===== src/pmi_map.svh =====
// Purpose: constants of the pipe mac-side interface
// Assumes: included by the package and by design files by bare name
// Notes:   definitions only
`ifndef PMI_MAP_SVH
`define PMI_MAP_SVH

// per-lane data widths and maximum lane count
`define PMI_NARROW_W      8
`define PMI_WIDE_W        32
`define PMI_MAX_LANES     8

// rate field codes; gen3 is 1x, driven as 10
`define PMI_RATE_GEN1     2'b00
`define PMI_RATE_GEN2     2'b01
`define PMI_RATE_GEN3     2'b10
`define PMI_RATE_RSVD     2'b11

// power state codes
`define PMI_PWR_P0        2'b00
`define PMI_PWR_P0S       2'b01
`define PMI_PWR_P1        2'b10
`define PMI_PWR_P2        2'b11

// idle inference selector codes
`define PMI_INFER_NONE    3'b000
`define PMI_INFER_COMSKP  3'b100
`define PMI_INFER_TS      3'b101
`define PMI_INFER_EXIT_UI 3'b110
`define PMI_INFER_EXIT_US 3'b111

// coefficient field positions
`define PMI_PRE_LSB       0
`define PMI_MAIN_LSB      6
`define PMI_POST_LSB      12
`define PMI_COEFF_W       6

`endif


===== src/pmi_pkg.sv =====
// Purpose: types of the pipe mac-side interface
// Assumes: pmi_map.svh holds the codes
// Notes:   structs carry the per-lane signal groups
`include "pmi_map.svh"
package pmi_pkg;

  typedef struct packed {
    logic [`PMI_COEFF_W-1:0] post;
    logic [`PMI_COEFF_W-1:0] main;
    logic [`PMI_COEFF_W-1:0] pre;
  } pmi_coeff_type;

  typedef struct packed {
    pmi_coeff_type  tx_coeff_current;
    logic [2:0]     rx_preset_current;
    logic [2:0]     idle_inference_select;
    logic [1:0]     power_state_request;
    logic           rx_invert_polarity;
  } pmi_tx_type;

  typedef struct packed {
    logic [`PMI_WIDE_W-1:0] rx_lane_word;
    logic [3:0]             rx_symbol_kind;
    logic                   rx_block_start;
    logic                   rx_idle_detected;
    logic                   rx_lock_valid;
    logic [2:0]             rx_status_code;
    logic                   phy_done_status;
  } pmi_rx_type;

  typedef enum logic [1:0] {
    PMI_KIND_COMSKP = 2'b00,
    PMI_KIND_TS     = 2'b01,
    PMI_KIND_EXIT   = 2'b10
  } pmi_infer_kind_type;

  typedef enum logic [1:0] {
    PMI_CHG_IDLE = 2'b01,
    PMI_CHG_WAIT = 2'b10
  } pmi_chg_state_type;

  typedef enum logic [4:0] {
    PMI_EQ_OFF  = 5'b00001,
    PMI_EQ_P1   = 5'b00010,
    PMI_EQ_P2   = 5'b00100,
    PMI_EQ_P3   = 5'b01000,
    PMI_EQ_DONE = 5'b10000
  } pmi_eq_state_type;

endpackage


===== src/pmi_lane.sv =====
// Purpose: one lane of the pipe mac-side interface
// Assumes: phy logic runs on core_clk, so no synchronisers
// Notes:   one instance per lane
`timescale 1ns/1ps
`include "pmi_map.svh"
module pmi_lane (
  input  wire logic               core_clk,    // pipe clock
  input  wire logic               reset,       // async, high
  input  wire logic               ce,          // clock enable
  input  wire logic               gen3,        // wide rate active
  input  wire logic               done_clear,  // new request issued
  input  wire pmi_pkg::pmi_coeff_type coeff_in, // wanted coefficients
  input  wire logic [2:0]         preset_in,   // wanted preset
  input  wire logic               polarity_in, // invert rx
  input  wire logic [2:0]         infer_in,    // inference code
  input  wire logic [1:0]         power_in,    // held power state
  input  wire pmi_pkg::pmi_rx_type phy_rx,     // from phy
  output pmi_pkg::pmi_tx_type     phy_tx,      // to phy
  output pmi_pkg::pmi_rx_type     user_rx,     // captured receive
  output logic                    done_seen    // sticky completion
);
  import pmi_pkg::*;

  pmi_tx_type next_tx;
  pmi_rx_type next_rx;
  logic       next_done;
  wire  [`PMI_WIDE_W-1:0] narrow_word =
    {{(`PMI_WIDE_W-`PMI_NARROW_W){1'b0}},
     phy_rx.rx_lane_word[`PMI_NARROW_W-1:0]};
  // a held word is trimmed too, so a gen3 word cannot outlive a rate drop
  wire  [`PMI_WIDE_W-1:0] held_word = gen3 ? user_rx.rx_lane_word :
    {{(`PMI_WIDE_W-`PMI_NARROW_W){1'b0}},
     user_rx.rx_lane_word[`PMI_NARROW_W-1:0]};

  always_comb begin
    next_tx                       = phy_tx;
    next_tx.tx_coeff_current      = gen3 ? coeff_in : '0;  // see RL3
    next_tx.rx_preset_current     = gen3 ? preset_in : 3'h0; // see RL4
    next_tx.idle_inference_select = infer_in;
    next_tx.power_state_request   = power_in;  // see RL11
    next_tx.rx_invert_polarity    = polarity_in; // see RL17
    next_rx                  = phy_rx;
    // word only refreshed under lock, so stale symbols never leak
    next_rx.rx_lane_word     = !phy_rx.rx_lock_valid ? held_word
                             : gen3 ? phy_rx.rx_lane_word
                             : narrow_word;              // see RL1 RL14 RL20
    next_rx.rx_symbol_kind   = gen3 ? 4'h0
                             : {3'h0, phy_rx.rx_symbol_kind[0]}; // see RL15
    next_rx.rx_block_start   = gen3 & phy_rx.rx_block_start;     // see RL13
  end

  // a completion in the clearing cycle is kept: set wins
  assign next_done = phy_rx.phy_done_status | (done_seen & ~done_clear);

  always_ff @(posedge core_clk or posedge reset) begin
    if (reset) begin
      phy_tx    <= '0;
      user_rx   <= '0;
      done_seen <= 1'b0;
    end else if (ce) begin
      phy_tx    <= next_tx;
      user_rx   <= next_rx;
      done_seen <= next_done;  // see RL10
    end
  end
endmodule


===== src/pmi_pipe_mac.sv =====
// Purpose: mac-side pipe interface, lanes 0 to n-1
// Assumes: core_clk is the pipe interface clock shared with the phy
// Notes:   simulation-only interface; rate is common to all lanes
`timescale 1ns/1ps
`include "pmi_map.svh"
// Contract
// RL1: lane data is 8 bits at gen1/gen2, 32 bits at gen3.
// RL2: every lane signal is replicated for lanes one to seven.
// RL3: gen3 coefficients: pre 5:0, main 11:6, post 17:12.
// RL4: gen3 drives a 3-bit current receiver preset per lane.
// RL5: inference selector msb is zero when no inference is needed.
// RL6: code 100 infers from missing com/skp in 128 us, gen1/gen2.
// RL7: code 101 infers from missing ts1/ts2 in 1280 ui, gen1/gen2.
// RL8: code 110 infers missing idle exit, 2000/16000 ui gen1/gen2.
// RL9: code 111 infers missing idle exit in 128 us, gen1 only.
// RL10: phy signals completion of requests on its status input.
// RL11: 2-bit power field selects p0, p0s, p1 or p2.
// RL12: 2-bit rate field; 00 is gen1, 11 is reserved.
// RL13: phy marks first word of each gen3 block.
// RL14: receive bus is 32 bits; only low byte used in narrow modes.
// RL15: one data/control flag per byte, bit 0 lowest byte, gen1/gen2.
// RL16: phy flags electrical idle on each receiver.
// RL17: polarity control makes the phy invert receive data.
// RL18: gen3 runs eq phases 2 and 3 unless partner bypasses them.
// RL19: rate 01 is gen2 and 1x is gen3.
// RL20: phy raises valid on symbol lock with valid data.
// RL21: phy reports 3-bit receive status per lane.
// RL22: all signals are clocked by the pipe interface clock.
// RL23: hold power or rate request until completion, then allow next.
module pmi_pipe_mac #(
  parameter int NUM_LANES = `PMI_MAX_LANES
) (
  input  wire logic                  core_clk,       // pipe clock
  input  wire logic                  reset,          // async, high
  input  wire logic                  ce,             // clock enable
  input  wire logic                  change_req,     // request pulse
  input  wire logic [1:0]            req_power,      // wanted power state
  input  wire logic [1:0]            req_rate,       // wanted rate code
  output logic                       change_busy,    // waiting on phy
  output logic                       change_done,    // completion pulse
  output logic                       change_refused, // refused pulse
  input  wire logic                  infer_needed,   // state needs it
  input  wire pmi_pkg::pmi_infer_kind_type infer_kind, // mechanism
  input  wire logic                  infer_exit_long, // 128 us exit
  input  wire logic                  eq_start,       // begin phase 1
  input  wire logic                  eq_partner_bypass, // skip 2 and 3
  input  wire logic                  eq_phase_done,  // phase finished
  output pmi_pkg::pmi_eq_state_type  eq_state,       // current phase
  input  wire pmi_pkg::pmi_coeff_type coeff_in,      // tx coefficients
  input  wire logic [2:0]            preset_in,      // rx preset
  input  wire logic [NUM_LANES-1:0]  polarity_in,    // per-lane invert
  output logic [1:0]                 phy_rate,       // rate to phy
  output pmi_pkg::pmi_tx_type [NUM_LANES-1:0] phy_tx, // lane outputs
  input  wire pmi_pkg::pmi_rx_type [NUM_LANES-1:0] phy_rx, // lane inputs
  output pmi_pkg::pmi_rx_type [NUM_LANES-1:0] user_rx // captured rx
);
  import pmi_pkg::*;

  if (NUM_LANES < 1 || NUM_LANES > `PMI_MAX_LANES) begin : g_bad_lanes
    $error("NUM_LANES must lie between 1 and 8");
  end

  pmi_chg_state_type     chg_state;
  pmi_chg_state_type     next_chg_state;
  pmi_eq_state_type      next_eq_state;
  logic [1:0]            power_q;
  logic [1:0]            next_power;
  logic [1:0]            next_rate;
  logic [2:0]            next_infer;
  logic [NUM_LANES-1:0]  lane_done;

  wire chg_idle    = chg_state == PMI_CHG_IDLE;
  wire rate_ok     = req_rate != `PMI_RATE_RSVD;  // see RL12
  // a request while busy is refused, so the held value stays put
  wire start_chg   = ce & change_req & chg_idle & rate_ok; // see RL23
  wire refuse_chg  = ce & change_req & ~(chg_idle & rate_ok);
  wire all_done    = &lane_done;
  wire finish_chg  = ce & ~chg_idle & all_done;   // see RL10 RL23
  wire gen3        = phy_rate[1];                 // see RL19
  wire gen1        = phy_rate == `PMI_RATE_GEN1;

  assign change_busy = ~chg_idle;

  // rate and power are only loaded at the start of a change
  always_comb begin
    next_chg_state = chg_state;
    next_power     = power_q;
    next_rate      = phy_rate;
    case (chg_state)
      PMI_CHG_IDLE: begin
        if (start_chg) begin
          next_chg_state = PMI_CHG_WAIT;
          next_power     = req_power;      // see RL11
          next_rate      = req_rate[1] ? `PMI_RATE_GEN3 : req_rate; // RL19
        end
      end
      PMI_CHG_WAIT: begin
        if (all_done) begin
          next_chg_state = PMI_CHG_IDLE;
        end
      end
      default: begin
        next_chg_state = PMI_CHG_IDLE;
      end
    endcase
  end

  // gen3 defines no inference code, so the selector stays at none
  always_comb begin
    next_infer = `PMI_INFER_NONE;                 // see RL5
    if (infer_needed && !gen3) begin
      case (infer_kind)
        PMI_KIND_COMSKP: next_infer = `PMI_INFER_COMSKP; // see RL6
        PMI_KIND_TS:     next_infer = `PMI_INFER_TS;     // see RL7
        PMI_KIND_EXIT: begin
          // 128 us exit window exists at gen1 only
          next_infer = (infer_exit_long && gen1) ? `PMI_INFER_EXIT_US
                                                 : `PMI_INFER_EXIT_UI;
        end                                              // see RL8 RL9
        default:         next_infer = `PMI_INFER_NONE;
      endcase
    end
  end

  always_comb begin
    next_eq_state = eq_state;
    case (eq_state)
      PMI_EQ_OFF, PMI_EQ_DONE: begin
        if (eq_start && gen3) begin
          next_eq_state = PMI_EQ_P1;
        end
      end
      PMI_EQ_P1: begin
        if (eq_phase_done) begin
          next_eq_state = eq_partner_bypass ? PMI_EQ_DONE
                                            : PMI_EQ_P2;  // see RL18
        end
      end
      PMI_EQ_P2: begin
        if (eq_phase_done) begin
          next_eq_state = PMI_EQ_P3;      // see RL18
        end
      end
      PMI_EQ_P3: begin
        if (eq_phase_done) begin
          next_eq_state = PMI_EQ_DONE;
        end
      end
      default: begin
        next_eq_state = PMI_EQ_OFF;
      end
    endcase
  end

  always_ff @(posedge core_clk or posedge reset) begin  // see RL22
    if (reset) begin
      chg_state <= PMI_CHG_IDLE;
      power_q   <= `PMI_PWR_P0;
      phy_rate  <= `PMI_RATE_GEN1;
      eq_state  <= PMI_EQ_OFF;
    end else if (ce) begin
      chg_state <= next_chg_state;
      power_q   <= next_power;
      phy_rate  <= next_rate;
      eq_state  <= next_eq_state;
    end
  end

  always_ff @(posedge core_clk or posedge reset) begin
    if (reset) begin
      change_done    <= 1'b0;
      change_refused <= 1'b0;
    end else if (ce) begin
      change_done    <= finish_chg;
      change_refused <= refuse_chg;
    end
  end

  // all lanes share rate, coefficients and inference code
  for (genvar i = 0; i < NUM_LANES; i++) begin : g_lane  // see RL2
    pmi_lane u_lane (
      .core_clk    (core_clk),
      .reset       (reset),
      .ce          (ce),
      .gen3        (gen3),
      .done_clear  (start_chg),
      .coeff_in    (coeff_in),
      .preset_in   (preset_in),
      .polarity_in (polarity_in[i]),
      .infer_in    (next_infer),
      .power_in    (power_q),
      .phy_rx      (phy_rx[i]),
      .phy_tx      (phy_tx[i]),
      .user_rx     (user_rx[i]),
      .done_seen   (lane_done[i])
    );
  end

  wire [2:0] sel0 = phy_tx[0].idle_inference_select;
endmodule


===== config.mk =====
export PLATFORM = sky130hd
export DESIGN_NAME = pmi_pipe_mac
export DESIGN_NICKNAME = d
export VERILOG_FILES = /design/src/pmi_pkg.sv /design/src/pmi_lane.sv /design/src/pmi_pipe_mac.sv
export VERILOG_INCLUDE_DIRS = /design/src
export SDC_FILE = /design/constraint.sdc
export NUM_CORES = 1
export LEC_CHECK = 0
export BUFFER_PORTS_ARGS = -buffer_cell sky130_fd_sc_hd__buf_2
export CAP_MARGIN = 20
export CORE_AREA = 2 2 377 379
export CTS_CLUSTER_DIAMETER = 100
export DETAILED_ROUTE_END_ITERATION = 10
export DIE_AREA = 0 0 379 381
export PLACE_DENSITY = 0.39
export SLEW_MARGIN = 40
export SYNTH_ARGS = -nofsm -noshare
export SYNTH_HDL_FRONTEND = slang
export SYNTH_SLANG_ARGS = --single-unit

===== constraint.sdc =====
create_clock -name core_clk -period 16 [get_ports core_clk]
set_clock_uncertainty 0.1 [all_clocks]
set_input_delay 0.8 -clock core_clk [delete_from_list [all_inputs] [get_ports core_clk]]
set_output_delay 0.8 -clock core_clk [all_outputs]
set_load 0.02 [all_outputs]

==> impl_results.md <==
* Status: completed
* Final setup viols at 0
* Fraction of power consumed by the clock network at 31.4%
* Ys Warns at 0
* Reg2reg start: phy_rate[1]
* Initial antenna violation count at 27
* F_max at 362 MHz
* Via density at 3.16
* DRC at 0
* CTS tree: yes
* Number of buffers created by CTS at 49
* Simple-gate share of the synthesized area at 2.56%
* Clk slew on worst S/H paths at 60 ps
* Adder-cell share of the synthesized area at 0%
* Final hold violation count at 0
* Yosys cell types at 42
* Main combinational cell family by area after synthesis: compound AO/OA/AOI/OAI gates
* GRT Total Usage at 9.76%
* Dpl hpwl at 58.2 mm
* P_leak at 11.4 nW
* Crit. Startpoint: ce
* Critical-path cell list: buf_6 -> buf_4 -> nand2_1 -> a211o_1 -> mux2_2
* Vias in the first global route at 12.2k
* Total number of vias at 12.1k
* # Post-CTS Setup Buffers at 0
* Cell Int Power at 2.20 mW
* Setup TNS at 0 ps
* Grt ovf at 0
* Hold Slack at 113 ps
* Placed cell area at 20700 sq um
* Slowest stage delay, CP at 650 ps
* WP buf/inv at 2
* HP Class: input port to async pin
* Critical path depth in cells at 5
* Xor/xnor cell area share of the yosys netlist at 0.114%
* Ys flop type: dfrtp_1
* CP required at 16390 ps
* Combinational power share at 31.7%
* Leading cell type in the layout, fill and taps excluded: buf_2
* First-pass GRT wire length at 99.3 mm
* Post-synth top area cell: dfrtp_1
* Final antenna-violating net count at 0
* Cell count after synthesis at 1179
* Worst Setup EP: power_q[0]
* Max Cap Violations at 0
* P per Cell Area at 162 nW/um^2
* Clock Path Buffers at 3
* Clock root buffer master: clkbuf_16
* Avg Cell Area, Syn at 13.1 sq um
* # rows at 138
* Core ar. at 141000 sq um
* Dominant cells by area after synthesis: dfrtp_1 61%, a22o_1 11%, buf_4 10%, mux2_2 8.6%, o21ai_0 1.6%
* DR pass1 iterations at 4
* FF-to-FF setup slack at 13640 ps
* Slew @ Worst Pin at 763 ps
* Reg2reg end: g_lane[6].u_lane.user_rx[19]
* Critical path capture point type: flip-flop
* Share of cells above drive strength 1 at 58.9%
* Post-route clock period utilization at 17.3%
* # hold bufs at CTS at 0
* Routed wire per std cell at 19.3 um
* Die area at 144000 sq um
* Switching part of the total power at 39.4%
* Clk Latency, worst-skew pair at 610 ps
* Post-cts gate resize count at 0
* Die W at 379 um
* Critical Path AT at 3150 ps
* Switching Power at 1.43 mW
* RSZ-0062 raised after global routing: false
* CP top delay family: buffers and inverters
* Clock Sinks at 375
* Crit-path max FO at 56
* Synth top area share at 60.5%
* Final Max Slew Viols at 0
* CTS H-Tree Depth at 2
* PortBufs at 909
* Critical path class: input port to flip-flop
* Min Clock Period, post-route at 2760 ps
* Fillers at 15.9k
* Total power at 3.63 mW
* Nets at 2292
* Largest net degree at the start of global routing at 102
* Commonest non-fill, non-tap cells in the layout: 908 x buf_2, 372 x dfrtp_1, 202 x a22o_1
* Design area at 22400 sq um
* Post-Route WL at 74.0 mm
* Compound-Gate Fraction of Synth Area at 14.3%
* Mux share of post-synthesis cell area at 8.62%
* Peak supply drop at 0.0000797 V
* Seq/Total Area, Yosys at 60.9%
* Sequential power share at 37.0%
* Yosys reg bits at 375
* Reg2reg path depth at 3
* Die height at 381 um
* Post-synth EDFFs at 0
* Initial Util at 11.0%
* Initial DRC count at 469
* RePlAce Congestion at 0.848
* Cell Area, Synth at 15400 sq um
* Ports at 958
* P&R area growth vs syn at 45.1%
* Critical path's slowest cell: buf_4
* Final Instance Count excl. Fillers at 3835
* Cells after DPL at 3743
* Share of flip-flops with an asynchronous set or reset after synthesis at 100%
* Startpoint types: input port
* Rel. slew slack at 48.9%
sequential cells by signal (all words and copies together) (netlist names):
| name | count |
|---|---|
| phy_rate | 2 |
| change_done | 1 |
| change_refused | 1 |
| g_lane.u_lane.phy_tx | 34 |
| g_lane.u_lane.user_rx | 320 |
| g_lane.u_lane.done_seen | 8 |
| eq_state | 5 |
| chg_state | 2 |
| power_q | 2 |
routing by layer:
layer / global-route usage, % / share of wire [%] / vias to the layer above
met5: 0 / 0.20 / -
met4: 2.55 / 1.9 / 22
met3: 3.72 / 10 / 100
met2: 15.9 / 47 / 580
met1: 12.0 / 41 / 6057
li1: - / - / 5370
cell usage after synthesis (all sizes together) (2+ instances only):
library cell,count
a21oi,2
a22o,202
and2,2
and3,8
buf,257
clkbuf,14
dfrtp,373
dfstp,2
inv,56
mux2,118
nand2,50
nand3,2
nand4,2
nand4b,2
nor2b,3
nor3,2
o21ai,59
o22ai,2
o31ai,2
o32ai,2
or2,2
xnor2,2
power groups by stage:
stage	logic, mW	registers, mW	clock network (mW)
floorplan	0.622	1.49	0
global placement	1.17	1.36	0
detailed placement	1.17	1.36	0
CTS	1.17	1.35	1.19
global route	1.22	1.37	1.22
finish	1.15	1.34	1.14
area by class of cell:
type	count	area (sq um)	share of cell area, %
Sequential cell	375	9390	42.0
Timing Repair Buffer	922	4660	20.9
Multi-Input combinational cell	500	4070	18.2
Tap cell	1890	2360	10.6
Clock buffer	71	1410	6.30
Clock inverter	13	226	1.01
Inverter	56	223	0.996
Antenna cell	8	20.0	0.0895
worst min-delay path by stage:
stage	from	end	slack, ps
after floorplan	g_lane[1].u_lane.done_seen	g_lane[1].u_lane.done_seen	370
after global placement	g_lane[0].u_lane.user_rx[39]	g_lane[0].u_lane.user_rx[39]	380
after detailed placement	g_lane[2].u_lane.user_rx[22]	g_lane[2].u_lane.user_rx[22]	390
after CTS	reset	g_lane[2].u_lane.phy_tx[0]	180
after global routing	reset	g_lane[2].u_lane.phy_tx[0]	120
final	reset	g_lane[2].u_lane.phy_tx[0]	110
kinds of logic after synthesis:
logic type | count (synthesis)
AOI/OAI and AO/OA | 277
buffers and inverters | 327
muxes | 118
xor gates and xnor gates | 2
other | 1
and+or+nand+nor | 79
DFF | 375
metrics by stage:
stage	util, %	worst slack (ps)
after floorplan	-	4690
after global placement	14.7	11790
after detailed placement	14.7	12330
after CTS	15.9	13060
after global routing	15.9	12950
final	15.9	13240
(Power assumes the default switching activity.)
